==> config.mk <==
export PLATFORM = sky130hd
export DESIGN_NAME = fault_status_bits
export DESIGN_NICKNAME = d
export VERILOG_FILES = /design/src/hdl/sticky_flag.v /design/src/hdl/fault_status_bits.v
export VERILOG_INCLUDE_DIRS = /design/src /design/src/common
export SDC_FILE = /design/constraint.sdc
export NUM_CORES = 1
export LEC_CHECK = 0
export BUFFER_PORTS_ARGS = -buffer_cell sky130_fd_sc_hd__buf_2
export CAP_MARGIN = 30
export CORE_MARGIN = 3
export CORE_UTILIZATION = 40
export CTS_CLUSTER_SIZE = 30
export DETAILED_ROUTE_END_ITERATION = 8
export GPL_TIMING_DRIVEN = 0
export PLACE_DENSITY_LB_ADDON = 0.2
export SKIP_LAST_GASP = 1
export SYNTH_ARGS = -nofsm -noshare
export SYNTH_HDL_FRONTEND = slang
export SYNTH_HIERARCHICAL = 1
export SYNTH_SLANG_ARGS = --single-unit
==> constraint.sdc <==
create_clock -name clock -period 2.02 [get_ports clock]
set_input_delay 0.303 -clock clock [delete_from_list [all_inputs] [get_ports clock]]
set_output_delay 0.303 -clock clock [all_outputs]
set_load 0.01 [all_outputs]
==> src/common/fault_status_regs.vh <==
`ifndef FAULT_STATUS_REGS_VH
`define FAULT_STATUS_REGS_VH

// byte address of the configurable fault status word
`define CFS_ADDR 12'hd28
// own registers: interrupt status, mask, captured return pc (read only)
`define IRQ_STAT_ADDR 12'hd40
`define IRQ_MASK_ADDR 12'hd44
`define RET_PC_ADDR 12'hd48
`define ADDR_W 12

// field positions inside the configurable fault status word
`define INVSTATE_BIT 17
`define UNDEFINSTR_BIT 16
`define ADDRVALID_BIT 15
`define RSVD_HI 14
`define RSVD_LO 13

// interrupt status bit positions
`define EV_INVSTATE 0
`define EV_UNDEFINED_INSTR_FLAG 1
`define EV_ADDRVALID 2
`define EV_W 3

`define RESET_WORD 32'h0000_0000
`define RESET_FLAG 1'b0
`define RESET_EV 3'h0

`endif

==> src/hdl/sticky_flag.v <==
`timescale 1ns/1ps
`default_nettype none

// one write-one-to-clear flag; a hardware set beats a clear in the same cycle
module sticky_flag (
  input wire clock,
  input wire sys_rst,
  input wire set_in,
  input wire clr_in,
  output reg flag_r
);

  always @(posedge clock or posedge sys_rst) begin
    if (sys_rst) begin
      flag_r <= 1'b0;
    end else if (set_in) begin
      flag_r <= 1'b1;
    end else if (clr_in) begin
      flag_r <= 1'b0;
    end
  end

endmodule

`default_nettype wire

==> src/hdl/fault_status_bits.v <==
// The address map and register access over APB were left to the implementer.
`timescale 1ns/1ps
`default_nettype none
`include "fault_status_regs.vh"

// What this block does
// - set invalid-state flag bit 17 on misuse
// - stack misusing instruction address as return
// - no invalid-state flag for undefined instructions
// - set undefined-instruction flag bit 16 on undecodable
// - stack undecodable instruction address as return
// - set address-valid bit 15 when address known
// - address-valid one means address register valid
// - later other fault may clear address-valid
// - writing one clears each flag
// - bits 14:13 reserved, read zero
// - usage group 31:16, bus group 15:8
module fault_status_bits #(
  parameter PC_W = 32
) (
  input wire clock,
  input wire sys_rst,
  input wire psel,
  input wire penable,
  input wire pwrite,
  input wire [`ADDR_W-1:0] paddr,
  input wire [31:0] pwdata,
  input wire [3:0] pstrb,
  output reg [31:0] prdata,
  output wire pready,
  output wire pslverr,
  input wire exec_valid,
  input wire [PC_W-1:0] exec_pc,
  input wire status_misuse,
  input wire decode_fail,
  input wire bus_fault,
  input wire bus_fault_addr_known,
  input wire later_fault,
  output reg [PC_W-1:0] return_pc_r,
  output reg return_pc_load_r,
  output wire invalid_state_flag,
  output wire undefined_instr_flag,
  output wire bus_fault_addr_valid,
  output wire fault_irq
);

  ////////////////////////////////////////////////////////////////////////////
  // bus decode

  wire wr_en;
  wire rd_en;
  wire hit_cfs;
  wire hit_stat;
  wire hit_mask;
  wire hit_pc;
  wire mapped;

  assign wr_en = psel & penable & pwrite;
  assign rd_en = psel & penable & ~pwrite;
  assign hit_cfs = (paddr == `CFS_ADDR);
  assign hit_stat = (paddr == `IRQ_STAT_ADDR);
  assign hit_mask = (paddr == `IRQ_MASK_ADDR);
  assign hit_pc = (paddr == `RET_PC_ADDR);
  assign mapped = hit_cfs | hit_stat | hit_mask | hit_pc;
  // zero wait states; unmapped addresses answer with an error
  assign pready = 1'b1;
  assign pslverr = psel & penable & ~mapped;

  // byte lanes let each status group be written alone
  wire lane1;
  wire lane2;

  assign lane1 = pstrb[1];
  assign lane2 = pstrb[2];

  ////////////////////////////////////////////////////////////////////////////
  // fault events

  // an undecodable instruction never counts as a status misuse
  wire ev_invstate;
  wire ev_undefined_instr_flag;
  wire ev_addrvalid;
  wire clr_addrvalid_hw;

  assign ev_invstate = exec_valid & status_misuse & ~decode_fail;
  assign ev_undefined_instr_flag = exec_valid & decode_fail;
  assign ev_addrvalid = bus_fault & bus_fault_addr_known;
  // a later non-bus fault may leave the address register stale
  assign clr_addrvalid_hw = later_fault & ~ev_addrvalid;

  ////////////////////////////////////////////////////////////////////////////
  // write-one-to-clear flags

  wire w_cfs;
  wire clr_invstate;
  wire clr_undefined_instr_flag;
  wire clr_addrvalid;

  assign w_cfs = wr_en & hit_cfs;
  assign clr_invstate = w_cfs & lane2 & pwdata[`INVSTATE_BIT];
  assign clr_undefined_instr_flag = w_cfs & lane2 & pwdata[`UNDEFINSTR_BIT];
  // the hard fault handler relies on this clear path
  assign clr_addrvalid = (w_cfs & lane1 & pwdata[`ADDRVALID_BIT])
                         | clr_addrvalid_hw;

  sticky_flag u_invstate (
    .clock(clock),
    .sys_rst(sys_rst),
    .set_in(ev_invstate),
    .clr_in(clr_invstate),
    .flag_r(invalid_state_flag)
  );

  sticky_flag u_undefined_instr_flag (
    .clock(clock),
    .sys_rst(sys_rst),
    .set_in(ev_undefined_instr_flag),
    .clr_in(clr_undefined_instr_flag),
    .flag_r(undefined_instr_flag)
  );

  // reading one here means the bus fault address register is valid
  sticky_flag u_addrvalid (
    .clock(clock),
    .sys_rst(sys_rst),
    .set_in(ev_addrvalid),
    .clr_in(clr_addrvalid),
    .flag_r(bus_fault_addr_valid)
  );

  ////////////////////////////////////////////////////////////////////////////
  // return address for stacking

  // the faulting instruction itself is returned to, not its successor
  always @(posedge clock or posedge sys_rst) begin
    if (sys_rst) begin
      return_pc_r <= {PC_W{1'b0}};
      return_pc_load_r <= 1'b0;
    end else begin
      return_pc_load_r <= ev_invstate | ev_undefined_instr_flag;
      if (ev_invstate | ev_undefined_instr_flag) begin
        return_pc_r <= exec_pc;
      end
    end
  end

  ////////////////////////////////////////////////////////////////////////////
  // interrupt status and mask

  reg [`EV_W-1:0] irq_stat_r;
  reg [`EV_W-1:0] irq_stat_nxt;
  reg [`EV_W-1:0] irq_mask_r;
  wire [`EV_W-1:0] ev_vec;
  wire [`EV_W-1:0] irq_clr;

  assign ev_vec = {ev_addrvalid, ev_undefined_instr_flag, ev_invstate};
  assign irq_clr = (wr_en & hit_stat & pstrb[0]) ?
                   pwdata[`EV_W-1:0] : {`EV_W{1'b0}};

  always @* begin
    irq_stat_nxt = (irq_stat_r & ~irq_clr) | ev_vec;
  end

  always @(posedge clock or posedge sys_rst) begin
    if (sys_rst) begin
      irq_stat_r <= `RESET_EV;
      irq_mask_r <= `RESET_EV;
    end else begin
      irq_stat_r <= irq_stat_nxt;
      if (wr_en & hit_mask & pstrb[0]) begin
        irq_mask_r <= pwdata[`EV_W-1:0];
      end
    end
  end

  assign fault_irq = |(irq_stat_r & irq_mask_r);

  ////////////////////////////////////////////////////////////////////////////
  // read data

  reg [31:0] rd_word;

  always @* begin
    rd_word = `RESET_WORD;
    if (hit_cfs) begin
      rd_word[`INVSTATE_BIT] = invalid_state_flag;
      rd_word[`UNDEFINSTR_BIT] = undefined_instr_flag;
      rd_word[`ADDRVALID_BIT] = bus_fault_addr_valid;
      rd_word[`RSVD_HI:`RSVD_LO] = 2'h0;
    end else if (hit_stat) begin
      rd_word[`EV_W-1:0] = irq_stat_r;
    end else if (hit_mask) begin
      rd_word[`EV_W-1:0] = irq_mask_r;
    end else if (hit_pc) begin
      rd_word = return_pc_r;
    end
  end

  // read data is registered in the setup cycle, valid in the access phase
  always @(posedge clock or posedge sys_rst) begin
    if (sys_rst) begin
      prdata <= `RESET_WORD;
    end else if (psel & ~penable & ~pwrite) begin
      prdata <= rd_word;
    end
  end

endmodule

`default_nettype wire

* Word-level counts from Yosys, hierarchy flattened
Cells that the tools add are included.
** Operators by class
- Equal/unequal tests :: 4
- Muxes and demuxes :: 15
- Bitwise operators :: 34
- Reductions and logical operators :: 4
** Operators by type and width (count)
- $mux 29 :: 2
- $eq 12x12->1 const B :: 4
- $mux 32 :: 1
- $and 1x1->1 :: 20
- $mux 14 :: 1
- $mux 13 :: 1
- $mux 3 :: 3
- $and 3x3->3 :: 2
- $mux 1 :: 6
- $reduce_bool 2->1 :: 3
- $mux 5 :: 1
- $not 1->1 :: 5
- $or 1x1->1 :: 5
- $not 3->3 :: 1
- $or 3x3->3 :: 1
- $reduce_or 3->1 :: 1
** Storage, ports and cells
- Register bits after elaboration :: 74
- Word-level logic and storage cells :: 65

* Logic depth before layout (Yosys ltp)
- Depth in word-level cells :: 8
- Depth in mapped cells :: 6

* Hierarchy
Netlist, hierarchy kept.
** Modules (own cells, without submodules)
- fault_status_bits :: instances 1, cells each 210, area each 2919.0 µm²
- sticky_flag :: instances 3, cells each 4, area each 40.0 µm²

* Worst setup path before layout
OpenSTA, ideal clock, no wires.
- Kind :: input to register
- From :: in paddr[4]
- To :: reg u_addrvalid.flag_r
- Arrival time :: 1.732 ns
- Required time :: 1.902 ns
- Slack :: 0.170 ns
- Cell stages on the path :: 6
- Path through :: or4b_4 and4bb_2 and4_1 a32o_1 inv_1 a21o_1
** Between the ends
- Word-level cells in the longest chain between the ends :: 6
** Ends and longest elaborated chain
- from (decl) :: RTL line fault_status_bits.v:26 : input wire [`ADDR_W-1:0] paddr,
- $eq 12x12->1 (no source line)
- $and 1x1->1 :: RTL line fault_status_bits.v:99 : assign w_cfs = wr_en & hit_cfs;
- $and 1x1->1 (2 in a row) :: RTL line fault_status_bits.v:103 : assign clr_addrvalid = (w_cfs & lane1 & pwdata[`ADDRVALID_BIT])
- $or 1x1->1 :: RTL line fault_status_bits.v:103
- via clr_addrvalid :: RTL line fault_status_bits.v:97 : wire clr_addrvalid;
- $reduce_bool 2->1 (no source line)
- to (signal assigned) :: RTL line sticky_flag.v:15 : flag_r <= 1'b0;
- to (signal assigned) :: RTL line sticky_flag.v:17 : flag_r <= 1'b1;
- to (signal assigned) :: RTL line sticky_flag.v:19 : flag_r <= 1'b0;
- to (decl) :: RTL line sticky_flag.v:10 : output reg flag_r
The timed path passes the listed nets, and every way through them passes these cells.
A chain may end at the register's enable or synchronous reset.

* Worst setup path in the final report
Same ends and word-level chain as after synthesis.

==> run_results.csv <==
group,metric,value,unit
run_status,status,"completed",
worst_setup_path,crit_fanout,4,
global_routing,grt_pass1_vias,2280,
die,die_y,93.2,um
yosys,yosys_warnings,6,
cells_and_area,final_layout_size_suffix_gt1_share,53.0,%
sta,relSlewSlack,53.6,%
power,power_density,818,nW/um^2
clock_tree,numCtsBuffers,9,
detailed_routing,drcViolationCount,0,
clock_tree,htreeDepth,3,
yosys,ys_top_cells_by_count,"74 x dfrtp_1, 35 x mux2_2, 26 x a22o_1",
clock_tree,cts_tree,"done",
yosys,synth_top_cell_by_area,"dfrtp_1",
yosys,synth_area_leaders,"dfrtp_1 61%, mux2_2 13%, a22o_1 7.5%, inv_1 1.4%, a32o_1 1.3%",
global_routing,antenna_found_initial,0,
power,peakVddDrop,0.381,mV
detailed_routing,routed_wirelength,7300,um
cells_and_area,final_nets,459,
yosys,synthAdderAreaFrac,0,%
die,die_w,93.2,um
cells_and_area,fin_area,4100,sq um
worst_hold_path,hp-class,"in2reg",
yosys,synth-edff-count,0,
die,ios,162,
detailed_routing,route.detailed.wl_per_inst,15.5,um
cells_and_area,num-fill-cells,656,
yosys,synth_area,3040,sq um
worst_setup_path,end_kind,"flop",
worst_setup_path,critical_path_depth,7,
worst_setup_path,path_buf_inv,2,
clock_tree,root_buffer,"clkbuf_8",
worst_hold_path,worst_hold_path.num_cells,2,
worst_setup_path,path_cells,"buf_2, or4b_4, and4bb_2, and4_1, a32o_1, inv_1, a21o_1",
placed_design,gp_congestion,0.780,
sta,period_share,84.9,%
yosys,syn-num-nets,313,
yosys,synthMuxAreaShare,13.0,%
cells_and_area,area_delta_synth_final,34.9,%
yosys,synth_cell_type_count,32,
worst_setup_path,critPathSlowestCell,"or4b_4",
placed_design,pre_cts_ws,-0.112,ns
detailed_routing,drt_iter0_markers,94,
global_routing,overflow,0,
cells_and_area,utilization,55.9,%
worst_setup_path,cp.arrival,1.94,ns
power,p_total,3.35,mW
global_routing,grt_pass1_wl,11400,um
worst_setup_path,slowest_delay,0.57,ns
worst_setup_path,critical_path.startpoint_type,"input port",
detailed_routing,viasPerCell,4.97,
yosys,postSynthAreaPerCell,13.7,sq um
sta,period_needed,1.72,ns
cells_and_area,diodes,0,
yosys,synth_top_area_share,60.9,%
detailed_routing,drt_pass1_iterations,4,
placed_design,dp.final_hpwl,5460,um
clock_tree,cts_sinks,74,
yosys,synth_seq_area_share,60.9,%
sta,holdWs,0.195,ns
yosys,synth_xor_xnor_area_share,0,%
sta,worstMarginPinSlew,0.691,ns
global_routing,grt_max_degree,43,
detailed_routing,vias,2339,
die,start_util,41.5,%
clock_tree,clock_path_buffers,2,
yosys,synth_flop_cell,"dfrtp_1",
worst_setup_path,critical_path_class,"in2reg",
yosys,yosys_register_bits,74,
worst_setup_path,required,2.24,ns
sta,setup_viol,0,
yosys,synth_compound_area_share,12.7,%
sta,clock_skew,0.00731,ns
placed_design,port_buffers,133,
die,die-area,8680,sq um
power,p_leak,2.13,nW
yosys,yosysMostFrequentCell,"dfrtp_1",
clock_tree,clk_pin_slew,0.08,ns
job,drv_cap,0,
placed_design,dpl_cell_area,3850,sq um
sta,rsz0062_at_grt,"no",
global_routing,globalRouteTotalUtil,17.0,%
yosys,synth-simple-area-share,10.0,%
die,coreArea,7330,sq um
detailed_routing,ant_nets,0,
sta,slew_viol_final,0,
die,std_cell_rows,31,
worst_setup_path,reg2reg_depth,2,
yosys,syn_inst,222,
yosys,async_flop_share,100,%
sta,max_freq,583,MHz
clock_tree,worstSkewPairLatency,0.33,ns
sta,hold_viol,0,
sta,setup_ws,0.304,ns
yosys,synth_top_family_by_area,"multiplexers",
worst_setup_path,path_delay_family,"simple AND/OR/NAND/NOR gates",
-- kinds of logic after synthesis --
logic type / count (synthesis)
flip-flops: 74
AO/OA/AOI/OAI: 48
AND/OR/NAND/NOR: 43
multiplexers: 35
buffers and inverters: 21
other: 1
-- through the flow --
| stage | setup TNS [ns] | instances |
|---|---|---|
| floorplan | 0 | 222 |
| global placement | -0.474 | 454 |
| detailed placement | -0.750 | 455 |
| CTS | 0 | 471 |
| global route | 0 | 471 |
| finish | 0 | 471 |
-- registers in the layout, indices dropped and copies added, names as in the netlist --
name and count:
prdata 32, return_pc_r 32, irq_mask_r 3, irq_stat_r 3, return_pc_load_r 1, u_addrvalid/flag_r 1
u_invstate/flag_r 1, u_undefined_instr_flag/flag_r 1
-- what timing repair did --
action	in CTS	in global routing
hold endpoints to repair	3	0
hold buffers	1	0
endpoints found under the setup margin	0	1
buffers inserted	0	0
resized for setup	0	1
-- per-layer routing --
| layer | global-route usage, % | share of wire (%) | vias to the layer above |
|---|---|---|---|
| li1 | - | - | 1098 |
| met1 | 23.3 | 45 | 1149 |
| met5 | 0 | 0 | - |
| met2 | 26.3 | 48 | 84 |
| met3 | 4.75 | 5.9 | 8 |
| met4 | 5.49 | 1.2 | 0 |
-- cell type report --
| type | count | area, sq um | area share, % |
|---|---|---|---|
| buffer | 10 | 57.6 | 1.40 |
| clock buffer | 10 | 128 | 3.11 |
| clock inverter | 5 | 104 | 2.53 |
| inverter | 11 | 45.0 | 1.10 |
| multi-input combinational | 127 | 1090 | 26.7 |
| sequential | 74 | 1850 | 45.2 |
| tap | 99 | 124 | 3.02 |
| timing repair buffer | 135 | 696 | 17.0 |
-- worst reg2reg max path, cell delays in order, from the launching register on --
cell and delay, ns:
dfrtp_1 0.40, or2_2 0.30, a32o_1 0.25
-- power breakdown --
| group | switching, mW | leakage [nW] | internal [mW] | total [mW] |
|---|---|---|---|---|
| Clock | 0.504 | 0.116 | 0.814 | 1.32 |
| Combinational | 0.202 | 1.08 | 0.202 | 0.404 |
| Sequential | 0.0626 | 0.932 | 1.57 | 1.63 |
| Total | 0.769 | 2.13 | 2.59 | 3.35 |
-- placed cells by master (no fill, tap or decap), types with 4 or more instances in the layout --
cell type  count
dfrtp_1       74
nor2b_1        4
a22o_1        26
nand2b_1       4
nand2_1       10
buf_2        134
mux2_2        35
a21oi_1        4
clkbuf_8       9
inv_1         10
and3_1         6
clkbuf_1       7
o21ai_0        6
a32o_1         4
-- final timing paths --
kind | startpoint | endpoint | slack (ns)
setup / recovery | paddr[4] | u_addrvalid/flag_r | 0.30
hold / removal | exec_pc[6] | return_pc_r[6] | 0.19
setup reg to reg | irq_stat_r[2] | prdata[2] | 0.96
hold reg to reg | prdata[24] | prdata[24] | 0.50
max in group asynchronous | sys_rst | prdata[23] | 0.75
min in group asynchronous | sys_rst | u_undefined_instr_flag/flag_r | 0.39
Power figures use the tool's default switching activity.
